### src/common/hcds_cfg.svh
// address map, bit positions, reset values and widths of the dip/swell enable block
`ifndef HCDS_CFG_SVH
`define HCDS_CFG_SVH

// ****************************************************************
// bus geometry
// ****************************************************************
`define HCDS_ADDR_W      16
`define HCDS_DATA_W      32
`define HCDS_NUM_COND    18

// ****************************************************************
// register word indices (byte address = index * 4)
// ****************************************************************
`define HCDS_ENABLE_IDX  14'h0408
`define HCDS_STATUS_IDX  14'h040c
`define HCDS_COND_IDX    14'h040d

// ****************************************************************
// reset values
// ****************************************************************
`define HCDS_ENABLE_RST  18'h00000
`define HCDS_STATUS_RST  18'h00000

// ****************************************************************
// bit positions, shared by enable, status and condition views
// ****************************************************************
`define HCDS_BIT_C_I_SWELL   17
`define HCDS_BIT_C_V_SWELL   16
`define HCDS_BIT_B_I_SWELL   15
`define HCDS_BIT_B_V_SWELL   14
`define HCDS_BIT_A_I_SWELL   13
`define HCDS_BIT_A_V_SWELL   12
`define HCDS_BIT_X5_DIP      11
`define HCDS_BIT_X0_DIP      6
`define HCDS_BIT_C_I_DIP     5
`define HCDS_BIT_C_V_DIP     4
`define HCDS_BIT_B_I_DIP     3
`define HCDS_BIT_B_V_DIP     2
`define HCDS_BIT_A_I_DIP     1
`define HCDS_BIT_A_V_DIP     0

`endif

### src/common/hcds_pkg.sv
// types of the half-cycle dip/swell interrupt enable block
package hcds_pkg;

    // live conditions from the half-cycle rms detectors, one level each
    typedef struct packed {
        logic phase_c_current_overrange;
        logic phase_c_voltage_overrange;
        logic phase_b_current_overrange;
        logic phase_b_voltage_overrange;
        logic phase_a_current_overrange;
        logic phase_a_voltage_overrange;
        logic [5:0] extra_ch_underrange;
        logic phase_c_current_underrange;
        logic phase_c_voltage_underrange;
        logic phase_b_current_underrange;
        logic phase_b_voltage_underrange;
        logic phase_a_current_underrange;
        logic phase_a_voltage_underrange;
    } hcds_cond_t;

    // software enable register, same bit layout as the conditions
    typedef struct packed {
        logic phase_c_current_overrange_half_en;
        logic phase_c_voltage_overrange_half_en;
        logic phase_b_current_overrange_half_en;
        logic phase_b_voltage_overrange_half_en;
        logic phase_a_current_overrange_half_en;
        logic phase_a_voltage_overrange_half_en;
        logic extra_ch5_underrange_half_en;
        logic extra_ch4_underrange_half_en;
        logic extra_ch3_underrange_half_en;
        logic extra_ch2_underrange_half_en;
        logic extra_ch1_underrange_half_en;
        logic extra_ch0_underrange_half_en;
        logic phase_c_current_underrange_half_en;
        logic phase_c_voltage_underrange_half_en;
        logic phase_b_current_underrange_half_en;
        logic phase_b_voltage_underrange_half_en;
        logic phase_a_current_underrange_half_en;
        logic phase_a_voltage_underrange_half_en;
    } hcds_enable_t;

    // which register an apb address hits
    typedef enum logic [1:0] {
        HCDS_SEL_NONE,
        HCDS_SEL_ENABLE,
        HCDS_SEL_STATUS,
        HCDS_SEL_COND
    } hcds_sel_t;

endpackage

### src/hcds_irq_top.sv
// half-cycle dip/swell interrupt enable register with apb slave and irq
`timescale 1ns/1ps
`include "hcds_cfg.svh"

module hcds_irq_top
    import hcds_pkg::*;
#(
    parameter int NUM_COND = `HCDS_NUM_COND
) (
    input  wire logic                     pclk,
    input  wire logic                     presetn,
    input  wire logic                     psel,
    input  wire logic                     penable,
    input  wire logic                     pwrite,
    input  wire logic [`HCDS_ADDR_W-1:0]  paddr,
    input  wire logic [`HCDS_DATA_W-1:0]  pwdata,
    output logic      [`HCDS_DATA_W-1:0]  prdata,
    output logic                          pready,
    output logic                          pslverr,
    input  wire hcds_cond_t               cond,
    output logic                          irq
);

    // ****************************************************************
    // elaboration check
    // ****************************************************************
    // the logic maps fields by position, so every layout must agree with NUM_COND
    generate
        if (NUM_COND != $bits(hcds_cond_t)) begin : g_bad_count
            $error("hcds_irq_top: NUM_COND must match the condition layout");
        end
        if (NUM_COND != $bits(hcds_enable_t)) begin : g_bad_enable
            $error("hcds_irq_top: NUM_COND must match the enable layout");
        end
        if (NUM_COND > `HCDS_DATA_W) begin : g_bad_width
            $error("hcds_irq_top: the flags must fit one bus word");
        end
        // six extra channels sit in one contiguous field
        if (`HCDS_BIT_X5_DIP - `HCDS_BIT_X0_DIP != 5) begin : g_bad_extra
            $error("hcds_irq_top: extra channel field must be six bits wide");
        end
        // the bit map must run from the top flag down to bit zero
        if (`HCDS_BIT_C_I_SWELL != NUM_COND - 1) begin : g_bad_top
            $error("hcds_irq_top: top flag must sit at NUM_COND-1");
        end
        if (`HCDS_BIT_A_V_DIP != 0) begin : g_bad_bottom
            $error("hcds_irq_top: bottom flag must sit at bit zero");
        end
    endgenerate

    // ****************************************************************
    // address decode
    // ****************************************************************
    localparam int PAD_W = `HCDS_DATA_W - NUM_COND;

    // map a byte address onto one of the word registers
    function automatic hcds_sel_t hcds_decode(input logic [`HCDS_ADDR_W-1:0] addr);
        logic [`HCDS_ADDR_W-3:0] idx;
        idx = addr[`HCDS_ADDR_W-1:2];
        if (idx == `HCDS_ENABLE_IDX) begin
            return HCDS_SEL_ENABLE;
        end else if (idx == `HCDS_STATUS_IDX) begin
            return HCDS_SEL_STATUS;
        end else if (idx == `HCDS_COND_IDX) begin
            return HCDS_SEL_COND;
        end else begin
            return HCDS_SEL_NONE;
        end
    endfunction

    // widen a flag view to a bus word; reserved upper bits read as zero
    function automatic logic [`HCDS_DATA_W-1:0] hcds_pad(input logic [NUM_COND-1:0] v);
        return {{PAD_W{1'b0}}, v};
    endfunction

    hcds_sel_t            sel;
    logic                 hit_enable;
    logic                 hit_status;
    logic                 hit_cond;
    logic                 hit_none;
    logic                 setup_ph;
    logic                 access_ph;
    logic                 wr_enable;
    logic                 wr_status;

    // low two address bits are ignored; apb3 has no byte strobes
    assign sel        = hcds_decode(paddr);
    assign hit_enable = (sel == HCDS_SEL_ENABLE);
    assign hit_status = (sel == HCDS_SEL_STATUS);
    assign hit_cond   = (sel == HCDS_SEL_COND);
    assign hit_none   = (sel == HCDS_SEL_NONE);

    // apb phases, from the two strobes alone
    assign setup_ph   = psel & ~penable;
    assign access_ph  = psel & penable;

    // only enable and status have a write strobe; the condition view and
    // unmapped words drop a write without any side effect
    assign wr_enable  = access_ph & pwrite & hit_enable;
    assign wr_status  = access_ph & pwrite & hit_status;

    // zero wait states; unmapped words answer with an error
    assign pready     = 1'b1;
    assign pslverr    = access_ph & hit_none;

    // ****************************************************************
    // condition inputs
    // ****************************************************************
    // detectors run on pclk, so the levels are used without synchronising
    logic [NUM_COND-1:0] cond_vec;

    // each level is high only while the half-cycle rms result is out of range
    assign cond_vec[`HCDS_BIT_C_I_SWELL] = cond.phase_c_current_overrange;
    assign cond_vec[`HCDS_BIT_B_I_SWELL] = cond.phase_b_current_overrange;
    assign cond_vec[`HCDS_BIT_A_I_SWELL] = cond.phase_a_current_overrange;
    assign cond_vec[`HCDS_BIT_C_V_SWELL] = cond.phase_c_voltage_overrange;
    assign cond_vec[`HCDS_BIT_B_V_SWELL] = cond.phase_b_voltage_overrange;
    assign cond_vec[`HCDS_BIT_A_V_SWELL] = cond.phase_a_voltage_overrange;
    // extra channel 5 at the top down to channel 0 at the bottom
    assign cond_vec[`HCDS_BIT_X5_DIP:`HCDS_BIT_X0_DIP] = cond.extra_ch_underrange;
    assign cond_vec[`HCDS_BIT_C_I_DIP] = cond.phase_c_current_underrange;
    assign cond_vec[`HCDS_BIT_B_I_DIP] = cond.phase_b_current_underrange;
    assign cond_vec[`HCDS_BIT_C_V_DIP] = cond.phase_c_voltage_underrange;
    assign cond_vec[`HCDS_BIT_B_V_DIP] = cond.phase_b_voltage_underrange;
    assign cond_vec[`HCDS_BIT_A_I_DIP] = cond.phase_a_current_underrange;
    assign cond_vec[`HCDS_BIT_A_V_DIP] = cond.phase_a_voltage_underrange;

    // ****************************************************************
    // enable register
    // ****************************************************************
    hcds_enable_t         enable_q;
    hcds_enable_t         enable_d;
    logic [NUM_COND-1:0]  enable_vec;

    // field order of the struct is the bit order of the word
    assign enable_d   = wr_enable ? hcds_enable_t'(pwdata[NUM_COND-1:0]) : enable_q;
    assign enable_vec = enable_q;

    // all enables off after reset so nothing fires before software asks
    always_ff @(posedge pclk or negedge presetn) begin
        if (!presetn) begin
            enable_q <= hcds_enable_t'(`HCDS_ENABLE_RST);
        end else begin
            enable_q <= enable_d;
        end
    end

    // ****************************************************************
    // sticky status and interrupt
    // ****************************************************************
    logic [NUM_COND-1:0]  status_q;
    logic [NUM_COND-1:0]  status_clr;
    logic [NUM_COND-1:0]  status_nxt;
    logic [NUM_COND-1:0]  pending_d;

    // write one to clear; a condition still present sets the bit again, so
    // software has to wait for the condition to end before a clear sticks
    assign status_clr = wr_status ? pwdata[NUM_COND-1:0] : '0;

    hcds_sticky_flags #(
        .W       (NUM_COND)
    ) u_status (
        .pclk    (pclk),
        .presetn (presetn),
        .set     (cond_vec),
        .clear   (status_clr),
        .flags_q (status_q)
    );

    // status as it stands after this edge: the clear first, then new events
    assign status_nxt = (status_q & ~status_clr) | cond_vec;

    // only an enabled bit whose condition was seen can request service; the
    // next values keep irq in step with the registers on the same edge
    assign pending_d  = status_nxt & enable_d;

    // irq is a level; registered to keep the pin free of glitches
    logic irq_q;

    always_ff @(posedge pclk or negedge presetn) begin
        if (!presetn) begin
            irq_q <= 1'b0;
        end else begin
            irq_q <= |pending_d;
        end
    end

    assign irq = irq_q;

    // ****************************************************************
    // read data
    // ****************************************************************
    logic [`HCDS_DATA_W-1:0] rd_mux;
    logic [`HCDS_DATA_W-1:0] prdata_q;
    logic [`HCDS_DATA_W-1:0] prdata_d;

    // one view per mapped word; unmapped words read as zero
    assign rd_mux = hit_enable ? hcds_pad(enable_vec) :
                    hit_status ? hcds_pad(status_q)   :
                    hit_cond   ? hcds_pad(cond_vec)   : '0;

    // a read is captured in its setup cycle so the access cycle sees a stable
    // word; one flop stage buys a prdata free of decode glitches
    logic rd_setup;
    assign rd_setup = setup_ph & ~pwrite;
    assign prdata_d = rd_setup ? rd_mux : prdata_q;

    always_ff @(posedge pclk or negedge presetn) begin
        if (!presetn) begin
            prdata_q <= '0;
        end else begin
            prdata_q <= prdata_d;
        end
    end

    assign prdata = prdata_q;

endmodule

### src/hcds_sticky_flags.sv
// sticky event flags with write-one-to-clear, set wins over clear
`timescale 1ns/1ps
`include "hcds_cfg.svh"

module hcds_sticky_flags
    import hcds_pkg::*;
#(
    parameter int W = `HCDS_NUM_COND
) (
    input  wire logic         pclk,
    input  wire logic         presetn,
    input  wire logic [W-1:0] set,
    input  wire logic [W-1:0] clear,
    output logic      [W-1:0] flags_q
);

    // ****************************************************************
    // elaboration check
    // ****************************************************************
    generate
        if (W < 1 || W > `HCDS_DATA_W) begin : g_bad_w
            $error("hcds_sticky_flags: width must be 1 to 32");
        end
    endgenerate

    // ****************************************************************
    // flag storage
    // ****************************************************************
    logic [W-1:0] flags_d;

    // an event in the clearing cycle survives: set is or-ed in last
    assign flags_d = (flags_q & ~clear) | set;

    // flags start empty after reset
    always_ff @(posedge pclk or negedge presetn) begin
        if (!presetn) begin
            flags_q <= '0;
        end else begin
            flags_q <= flags_d;
        end
    end

endmodule

### config.mk
export PLATFORM = sky130hd
export DESIGN_NAME = hcds_irq_top
export DESIGN_NICKNAME = d
export VERILOG_FILES = /design/src/common/hcds_pkg.sv /design/src/hcds_irq_top.sv /design/src/hcds_sticky_flags.sv
export VERILOG_INCLUDE_DIRS = /design/src /design/src/common
export SDC_FILE = /design/constraint.sdc
export NUM_CORES = 1
export LEC_CHECK = 0
export BUFFER_PORTS_ARGS = -buffer_cell sky130_fd_sc_hd__buf_2
export CORE_ASPECT_RATIO = 1.2
export CORE_MARGIN = 2
export CORE_UTILIZATION = 45
export CTS_CLUSTER_SIZE = 12
export DETAILED_ROUTE_END_ITERATION = 8
export PLACE_DENSITY = 0.75
export SETUP_SLACK_MARGIN = 0.5
export SLEW_MARGIN = 10
export SYNTH_ARGS = -nofsm -noshare
export SYNTH_HDL_FRONTEND = slang
export SYNTH_SLANG_ARGS = --single-unit
### constraint.sdc
create_clock -name pclk -period 1.35 [get_ports pclk]
set_clock_uncertainty 0.1 [all_clocks]
set_input_delay 0.0675 -clock pclk [delete_from_list [all_inputs] [get_ports pclk]]
set_output_delay 0.0675 -clock pclk [all_outputs]
set_load 0.005 [all_outputs]
---- After elaboration in Yosys (flattened, before gate mapping) ----
Cells that the tools add are included.
Widths: inputs -> output; s select.
storage, ports and cells
  register bits after elaboration ......... 69
  bits of input ports ..................... 71
cells by class
  eq/ne operators ......................... 6
  muxes and demuxes ....................... 8
  bitwise logic cells ..................... 13
  reduce and logical (&&, ||, !) cells .... 2
operators with widths
  cell                  count
  $mux 18               5
  $eq 14x11->1 const B  3
  $and 18x18->18        2
  $not 18->18           1
  $or 18x18->18         1
  $reduce_or 18->1      1
  $and 1x1->1           7
  $mux 2                3
  $eq 2x2->1 const B    2
  $eq 2x1->1 const B    1
  $logic_not 2->1       1
  $not 1->1             2

---- Depth between registers and ports, before layout ----
Gate-level depths: netlist of run 1.
  depth in word-level cells ............... 12
  mapped depth ............................ 9

---- Cells and area by module ----
Synthesis of run 1 repeated with hierarchy kept, for this count alone.
unflattened totals
  cells, all modules ...................... 395
  area total of the unflattened synthesis .. 3357.0 sq um
by module, submodules not included
  module             times used  cells an instance  area each (sq um)
  hcds_irq_top       1           341                2703.8
  hcds_sticky_flags  1           54                 653.1

---- Worst setup path after synthesis of run 1 ----
OpenSTA, ideal clock, no wires.
  path type ............................... input -> register
  start ................................... in paddr[15]
  end ..................................... reg irq_q (netlist: irq)
  arrival time ............................ 1488 ps
  required time ........................... 1121 ps
  slack ................................... -367 ps
  stages on the path ...................... 7
  path through ............................ nor4b_4 nand3_1 nand3b_4 mux2_4 a211oi_1 and4_1 nand3_1
RTL lines
  what                  RTL line             source
  start, declared       hcds_irq_top.sv:15   input wire logic [`HCDS_ADDR_W-1:0] paddr,
  end signal, assigned  hcds_irq_top.sv:184  irq_q <= |pending_d;
  end, declared         hcds_irq_top.sv:178  logic irq_q;

---- Worst setup path in the final report of run 1 ----
  start ................................... in paddr[10]
  end ..................................... reg irq_q (netlist: irq)
on the way
  cells in the longest elaborated chain, start to end .. 12
  elaborated cells on any way between the ends .. 17
  those cells by class .................... eq/ne (5); mux (5); bitwise (6); reduce/logical (1)
RTL lines
  what                           RTL line             source
  $eq 14x11->1 (no source line)  --
  $mux 2                         hcds_irq_top.sv:64   end else if (idx == `HCDS_COND_IDX) begin
  $mux 2                         hcds_irq_top.sv:62   end else if (idx == `HCDS_STATUS_IDX) begin
  $mux 2 *                       hcds_irq_top.sv:60   if (idx == `HCDS_ENABLE_IDX) begin
  $eq 2x2->1                     hcds_irq_top.sv:89   assign hit_status = (sel == HCDS_SEL_STATUS);
  $and 1x1->1                    hcds_irq_top.sv:100  assign wr_status = access_ph & pwrite & hit_status;
  $mux 18                        hcds_irq_top.sv:158  assign status_clr = wr_status ? pwdata[NUM_COND-1:0] : '0;
  $not 18->18                    hcds_irq_top.sv:171  assign status_nxt = (status_q & ~status_clr) | cond_vec;
  $and 18x18->18                 hcds_irq_top.sv:171
  $or 18x18->18                  hcds_irq_top.sv:171
  $and 18x18->18 *               hcds_irq_top.sv:175  assign pending_d = status_nxt & enable_d;
  $reduce_or 18->1 *             hcds_irq_top.sv:184
Every way passes the cells marked *; elsewhere a longest branch is shown, timed or not.
A chain may end at the register's enable or synchronous reset.

==> impl_metrics.json, run 1 <==
{
  "outcome": "finished, violations left",
  "violations": "negative hold slack, negative setup slack",
  "hold_ws_ns": -0.139,
  "wl_per_cell_um": 16.5,
  "die_area_mm2": 0.00775,
  "clkLatencyLatePin_ns": 0.32,
  "arrival_ns": 1.78,
  "grt_pass1_wl_um": 15000,
  "postRouteAntennaNets": 0,
  "grt.total_usage": 0.250,
  "period_needed_ns": 1.67,
  "cp_max_fo": 28,
  "die_w_um": 80.7,
  "period_share": 1.24,
  "grtUsageMet3": 0.0291,
  "syn_inst": 331,
  "hp-start": "cond[14]",
  "hold_depth": 2,
  "critPathKind": "input port to flop",
  "r2r_slack_ns": -0.21,
  "hold_path_class": "input port to flop",
  "numClockSinks": 55,
  "ir_worst_vdd_uv": 425,
  "cts-root-buf": "clkbuf_8",
  "grt_pass1_vias": 3169,
  "p_clk_frac": 0.308,
  "setup_slack_ns": -0.322,
  "port_buffers": 74,
  "cts.path.max_buffers": 2,
  "critPathRequiredTime_ns": 1.46,
  "cap_violations": 0,
  "r2r_start": "u_status.flags_q[4]",
  "p_sw_frac": 0.272,
  "initial_core_util": 0.463,
  "met2_usage": 0.437,
  "start_kind": "input port",
  "yosysSeqAreaShare": 0.433,
  "cts_inserted_buffers": 5,
  "cts_tree": "built",
  "finalHoldViolations": 20,
  "place_inst": 518,
  "power_switching_w": 0.000833,
  "final_nets": 540,
  "final_cells": 557,
  "drc": 0,
  "grt.overflow.total": 0,
  "io-pin-count": 106,
  "p_int_w": 0.00223,
  "gp_routability_congestion": 0.813,
  "antenna_found_initial": 0,
  "drtIter0Drc": 192,
  "maxSlewViolCount": 0,
  "met1_usage": 0.305,
  "grt_max_degree": 56,
  "dieHeight_um": 96.0,
  "r2r_end": "irq",
  "p_leak_nw": 2.06,
  "via_count": 3090,
  "setup_viol": 25,
  "fmax_mhz": 598,
  "p_seq_frac": 0.537,
  "cp-end-kind": "flop",
  "busiest_layer": "met2",
  "ys_warn_count": 0,
  "finalPower_w": 0.00307,
  "dr.pass1.iters": 5,
  "routed_via_density": 5.55,
  "netlist_area_mm2": 0.00318,
  "rsz0062_at_grt": "true",
  "wl_um": 9220,
  "htree_num_levels": 2,
  "combPwrFrac": 0.155,
  "holdPathEnd": "u_status.flags_q[14]",
  "final_layout_size_suffix_gt1_frac": 0.383,
  "yosys.cell_types.count": 32,
  "ctsHoldBuffers": 21,
  "yosys_register_bits": 55,
  "final_common_cell": "buf_2",
  "most-common-layout-cells": "buf_2 (70), dfrtp_1 (55), buf_4 (38)",
  "r2r_cells": 5,
  "core_area_mm2": 0.00685,
  "syn_avg_cell_area_um2": 9.60,
  "fp-row-count": 33,
  "path_clk_slew_ns": 0.11,
  "areaGrowthSynthToFinish_pct": 40.1,
  "antenna_cells": 0,
  "power_density_mw_per_mm2": 689,
  "dpl.hpwl_um": 5990
}
cell usage after synthesis, drive strengths merged:
cell | instances | share of area
dfrtp | 55 | 0.43
nand2 | 37 | 0.044
buf | 24 | 0.050
a21oi | 19 | 0.030
nor2 | 19 | 0.022
a21o | 18 | 0.043
mux2 | 18 | 0.065
mux2i | 18 | 0.057
o31ai | 18 | 0.043
a211oi | 15 | 0.035
nand2b | 14 | 0.028
nor3 | 14 | 0.022
o21ai | 14 | 0.022
o22ai | 14 | 0.028
clkbuf | 13 | 0.015
nor4 | 4 | 0.013
nand3 | 3 | 0.0047
and2 | 2 | 0.0039
and4 | 2 | 0.0055
conb | 2 | 0.0024
nor4b | 2 | 0.015
a22oi | 1 | 0.0024
and4b | 1 | 0.0032
inv | 1 | 0.0012
nand3b | 1 | 0.0063
nand4 | 1 | 0.0039
or3b | 1 | 0.0028
metal layers:
metal / share of wire / wire length (um)
met5: 0 / 0
met4: 0.027 / 246
met3: 0.048 / 443
met2: 0.53 / 4920
met1: 0.39 / 3610
timing repair:
action | 4_1_cts | 5_1_grt
setup buffers | 8 | 2
gates resized for setup | 27 | 13
pin swaps | 11 | 7
hold endpoints to repair | 96 | 17
setup endpoints to repair | 75 | 75
how the worst max path moves through the flow:
stage / from / endpoint / slack [ns] / depth (start not counted)
3_5_place_dp: paddr[7] / irq / -0.76 / 9
4_1_cts: paddr[15] / irq / -0.31 / 8
3_3_place_gp: paddr[13] / irq / -0.63 / 9
5_1_grt: paddr[14] / irq / -0.36 / 9
6_report: paddr[10] / irq / -0.32 / 9
2_1_floorplan: paddr[7] / irq / -0.35 / 7
worst max-delay path, stage by stage:
cell and delay (ns):
buf_2 0.11, nor4b_4 0.36, nand4_4 0.15, buf_12 0.19
o21ai_2 0.14, a211oi_1 0.09, nor4_1 0.36, and4_1 0.24
nand3_1 0.07
per-stage QoR:
stage / setup TNS [ns] / hold slack [ns] / setup slack [ns] / util / cell area (um^2)
3_3_place_gp: -11.97 / -0.0111 / -0.625 / 0.576 / 3950
5_1_grt: -3.62 / -0.131 / -0.364 / 0.650 / 4450
4_1_cts: -2.52 / -0.146 / -0.313 / 0.643 / 4410
3_5_place_dp: -15.61 / -0.00736 / -0.759 / 0.576 / 3950
6_report: -2.43 / -0.139 / -0.322 / 0.650 / 4450
2_1_floorplan: -3.41 / -0.328 / -0.347 / - / 3310
logic make-up (layout without fill, tap and decap cells):
family / after synthesis / count (layout) / synth area share
mux: 36 / 36 / 0.122
compound gates: 99 / 99 / 0.202
simple gates: 101 / 101 / 0.174
other cells: 2 / 15 / 0.00236
buf+inv: 38 / 164 / 0.0666
flops: 55 / 55 / 0.433
sequential cells by signal (all words and copies together) (netlist names):
signal and flops:
enable_q 18, irq 1, prdata 18, u_status.flags_q 18
power by group through the flow:
stage                     combinational, W  clock, W  sequential (W)
final                             0.000475  0.000945         0.00165
after floorplan                   0.000188         0         0.00168
after CTS                         0.000465  0.000966         0.00165
after global routing              0.000521   0.00103         0.00165
after global placement            0.000399         0         0.00168
after detailed placement          0.000407         0         0.00168
final cells by class:
| cell class | count | area [um^2] |
|---|---|---|
| sequential | 55 | 1380 |
| fill | 575 | 2400 |
| clock inverter | 3 | 20.0 |
| multi-input combinational | 251 | 1700 |
| clock buffer | 5 | 68.8 |
| tap | 87 | 109 |
| timing repair buffer | 155 | 1170 |
| inverter | 1 | 3.75 |
Note: power is estimated with default switching activity, not from simulation.
==> run 2: changes to the inputs <==
CELL_PAD_IN_SITES_DETAIL_PLACEMENT = 1   (was default)
CELL_PAD_IN_SITES_GLOBAL_PLACEMENT = 1   (was default)
CORE_MARGIN = 5   (was 2)
CORE_UTILIZATION = 34   (was 45)
PLACE_DENSITY = default   (was 0.75)
PLACE_DENSITY_LB_ADDON = 0.1   (was default)
REMOVE_ABC_BUFFERS = 1   (was default)
==> run 2 against run 1 <==
The run still ends with negative hold slack, negative setup slack left. Flip-flop and latch count unchanged. Final area rose by 6.7%. Die area up 47%. Largest cell class unchanged. Hold slack gained 0.055 ns. Worst setup slack better by 0.018 ns. Sequential share of layout area is 1.9 points lower. Combinational power is 4.4% higher. Critical endpoint unchanged. Clock power grew 27%. Largest power group unchanged.
==> impl_metrics.json, run 2 (synthesis gave the netlist of run 1 again) <==
{
  "die_area_mm2": 0.0114,
  "p_leak_nw": 2.20,
  "ir_worst_vdd_uv": 652,
  "htree_num_levels": 2,
  "antenna_cells": 0,
  "dr.pass1.iters": 4,
  "fmax_mhz": 605,
  "hp-start": "pwdata[14]",
  "pre_cts_slack_ns": -0.763,
  "via_count": 3049,
  "wl_um": 10400,
  "period_share": 1.22,
  "r2r_start": "enable_q[16]",
  "cap_violations": 0,
  "port_buffers": 74,
  "ctsHoldBuffers": 23,
  "dpl.hpwl_um": 7070,
  "combPwrFrac": 0.149,
  "die_w_um": 98.2,
  "cts_inserted_buffers": 5,
  "gp_routability_congestion": 0.819,
  "p_sw_frac": 0.255,
  "postRouteAntennaNets": 0,
  "finalHoldViolations": 17,
  "p_clk_frac": 0.358,
  "r2r_end": "irq",
  "cts-root-buf": "clkbuf_8",
  "critPathKind": "input port to flop",
  "drtIter0Drc": 83,
  "path_clk_slew_ns": 0.10,
  "period_needed_ns": 1.65,
  "initial_core_util": 0.350,
  "antenna_found_initial": 0,
  "core_area_mm2": 0.00908,
  "grt_pass1_wl_um": 16400,
  "critPathRequiredTime_ns": 1.45,
  "numClockSinks": 55,
  "grt_pass1_vias": 3294,
  "nFillCells": 1058,
  "hold_path_class": "input port to flop",
  "cp_max_fo": 28,
  "routed_via_density": 5.04,
  "grt_max_degree": 56,
  "cts_tree": "built",
  "final_layout_size_suffix_gt1_frac": 0.421,
  "grt.total_usage": 0.182,
  "dieHeight_um": 116,
  "clkLatencyLatePin_ns": 0.32,
  "setup_slack_ns": -0.304,
  "hold_depth": 2,
  "grt.overflow.total": 0,
  "p_int_w": 0.00249,
  "most-common-layout-cells": "buf_2 (69), dfrtp_1 (55), buf_4 (40)",
  "outcome": "finished, violations left",
  "r2r_slack_ns": -0.14,
  "p_seq_frac": 0.493,
  "final_nets": 555,
  "areaGrowthSynthToFinish_pct": 49.5,
  "finalPower_w": 0.00334,
  "cp-end-kind": "flop",
  "place_inst": 556,
  "cts.path.max_buffers": 2,
  "io-pin-count": 106,
  "holdPathEnd": "enable_q[14]",
  "setup_viol": 17,
  "power_switching_w": 0.000851,
  "drc": 0,
  "arrival_ns": 1.76,
  "final_cells": 605,
  "wl_per_cell_um": 17.1,
  "final_common_cell": "buf_2",
  "start_kind": "input port",
  "maxSlewViolCount": 0,
  "violations": "negative hold slack, negative setup slack",
  "fp-row-count": 38,
  "power_density_mw_per_mm2": 703,
  "r2r_cells": 5,
  "hold_ws_ns": -0.0839,
  "rsz0062_at_grt": "true"
}
run 2: cell count changes in the layout (fill, tap and decap cells not counted), moves of 2 or more:
cell / before / now
a21oi_2: 2 / 0
buf_4: 38 / 40
buf_6: 22 / 29
clkinvlp_4: 2 / 0
nor4_2: 0 / 2
a21oi_1: 17 / 19
buf_12: 4 / 6
nor4_1: 3 / 1
nor3_1: 14 / 12
dlygate4sd3_1: 21 / 23
buf_8: 0 / 2
nor3_2: 0 / 2
nand2_1: 33 / 22
nand2_2: 4 / 15
run 2: worst max-delay path: stages:
cell and delay (ns):
buf_6 0.09, nor4b_4 0.34, nand4_2 0.17, buf_12 0.20, o21ai_0 0.22, a211oi_1 0.14
a211oi_2 0.24, and4_1 0.20, nand3_1 0.07
run 2: per-layer routing:
layer / routed length, um / vias to the layer above / global-route usage
met5: 0 / - / 0
met2: 5350 / 74 / 0.330
met4: 170 / 0 / 0.0492
li1: - / 1478 / -
met3: 510 / 12 / 0.0313
met1: 4340 / 1485 / 0.223
run 2: how the worst max path moves through the flow:
stage / startpoint / end / slack (ns) / cells after the start
finish: paddr[14] / irq / -0.30 / 9
floorplan: paddr[11] / irq / -0.88 / 7
global route: paddr[14] / irq / -0.39 / 9
detailed placement: paddr[15] / irq / -0.76 / 9
global placement: paddr[15] / irq / -0.77 / 9
CTS: paddr[7] / irq / -0.30 / 9
run 2: area by class of cell:
cell class	count	area [um^2]	share of cell area
Multi-Input combinational cell	251	1720	0.362
Clock buffer	6	82.6	0.0174
Clock inverter	2	35.0	0.00738
Inverter	1	3.75	0.000790
Sequential cell	55	1380	0.290
Timing Repair Buffer	170	1380	0.291
Tap cell	120	150	0.0316
run 2: power groups by stage:
stage                     clock network (W)  registers [W]  logic, W
after floorplan                           0        0.00168  0.000113
after global placement                    0        0.00168  0.000418
after detailed placement                  0        0.00168  0.000425
after CTS                           0.00124        0.00165  0.000496
after global routing                0.00130        0.00165  0.000543
final                               0.00120        0.00165  0.000496
run 2: per-stage QoR:
step | utilization | setup TNS [ns] | area (um^2)
6_report | 0.523 | -1.53 | 4750
5_1_grt | 0.523 | -2.86 | 4750
4_1_cts | 0.512 | -1.29 | 4650
3_5_place_dp | 0.442 | -15.85 | 4010
3_3_place_gp | 0.442 | -14.38 | 4010
2_1_floorplan | - | -14.76 | 3020
run 2: timing repair:
| action | CTS | global route |
|---|---|---|
| setup endpoints to repair | 75 | 75 |
| endpoints found under the hold margin | 102 | 15 |
| gates cloned | 1 | 0 |
| resized for setup | 61 | 11 |
| buffers inserted | 9 | 8 |
| pin swaps | 47 | 7 |
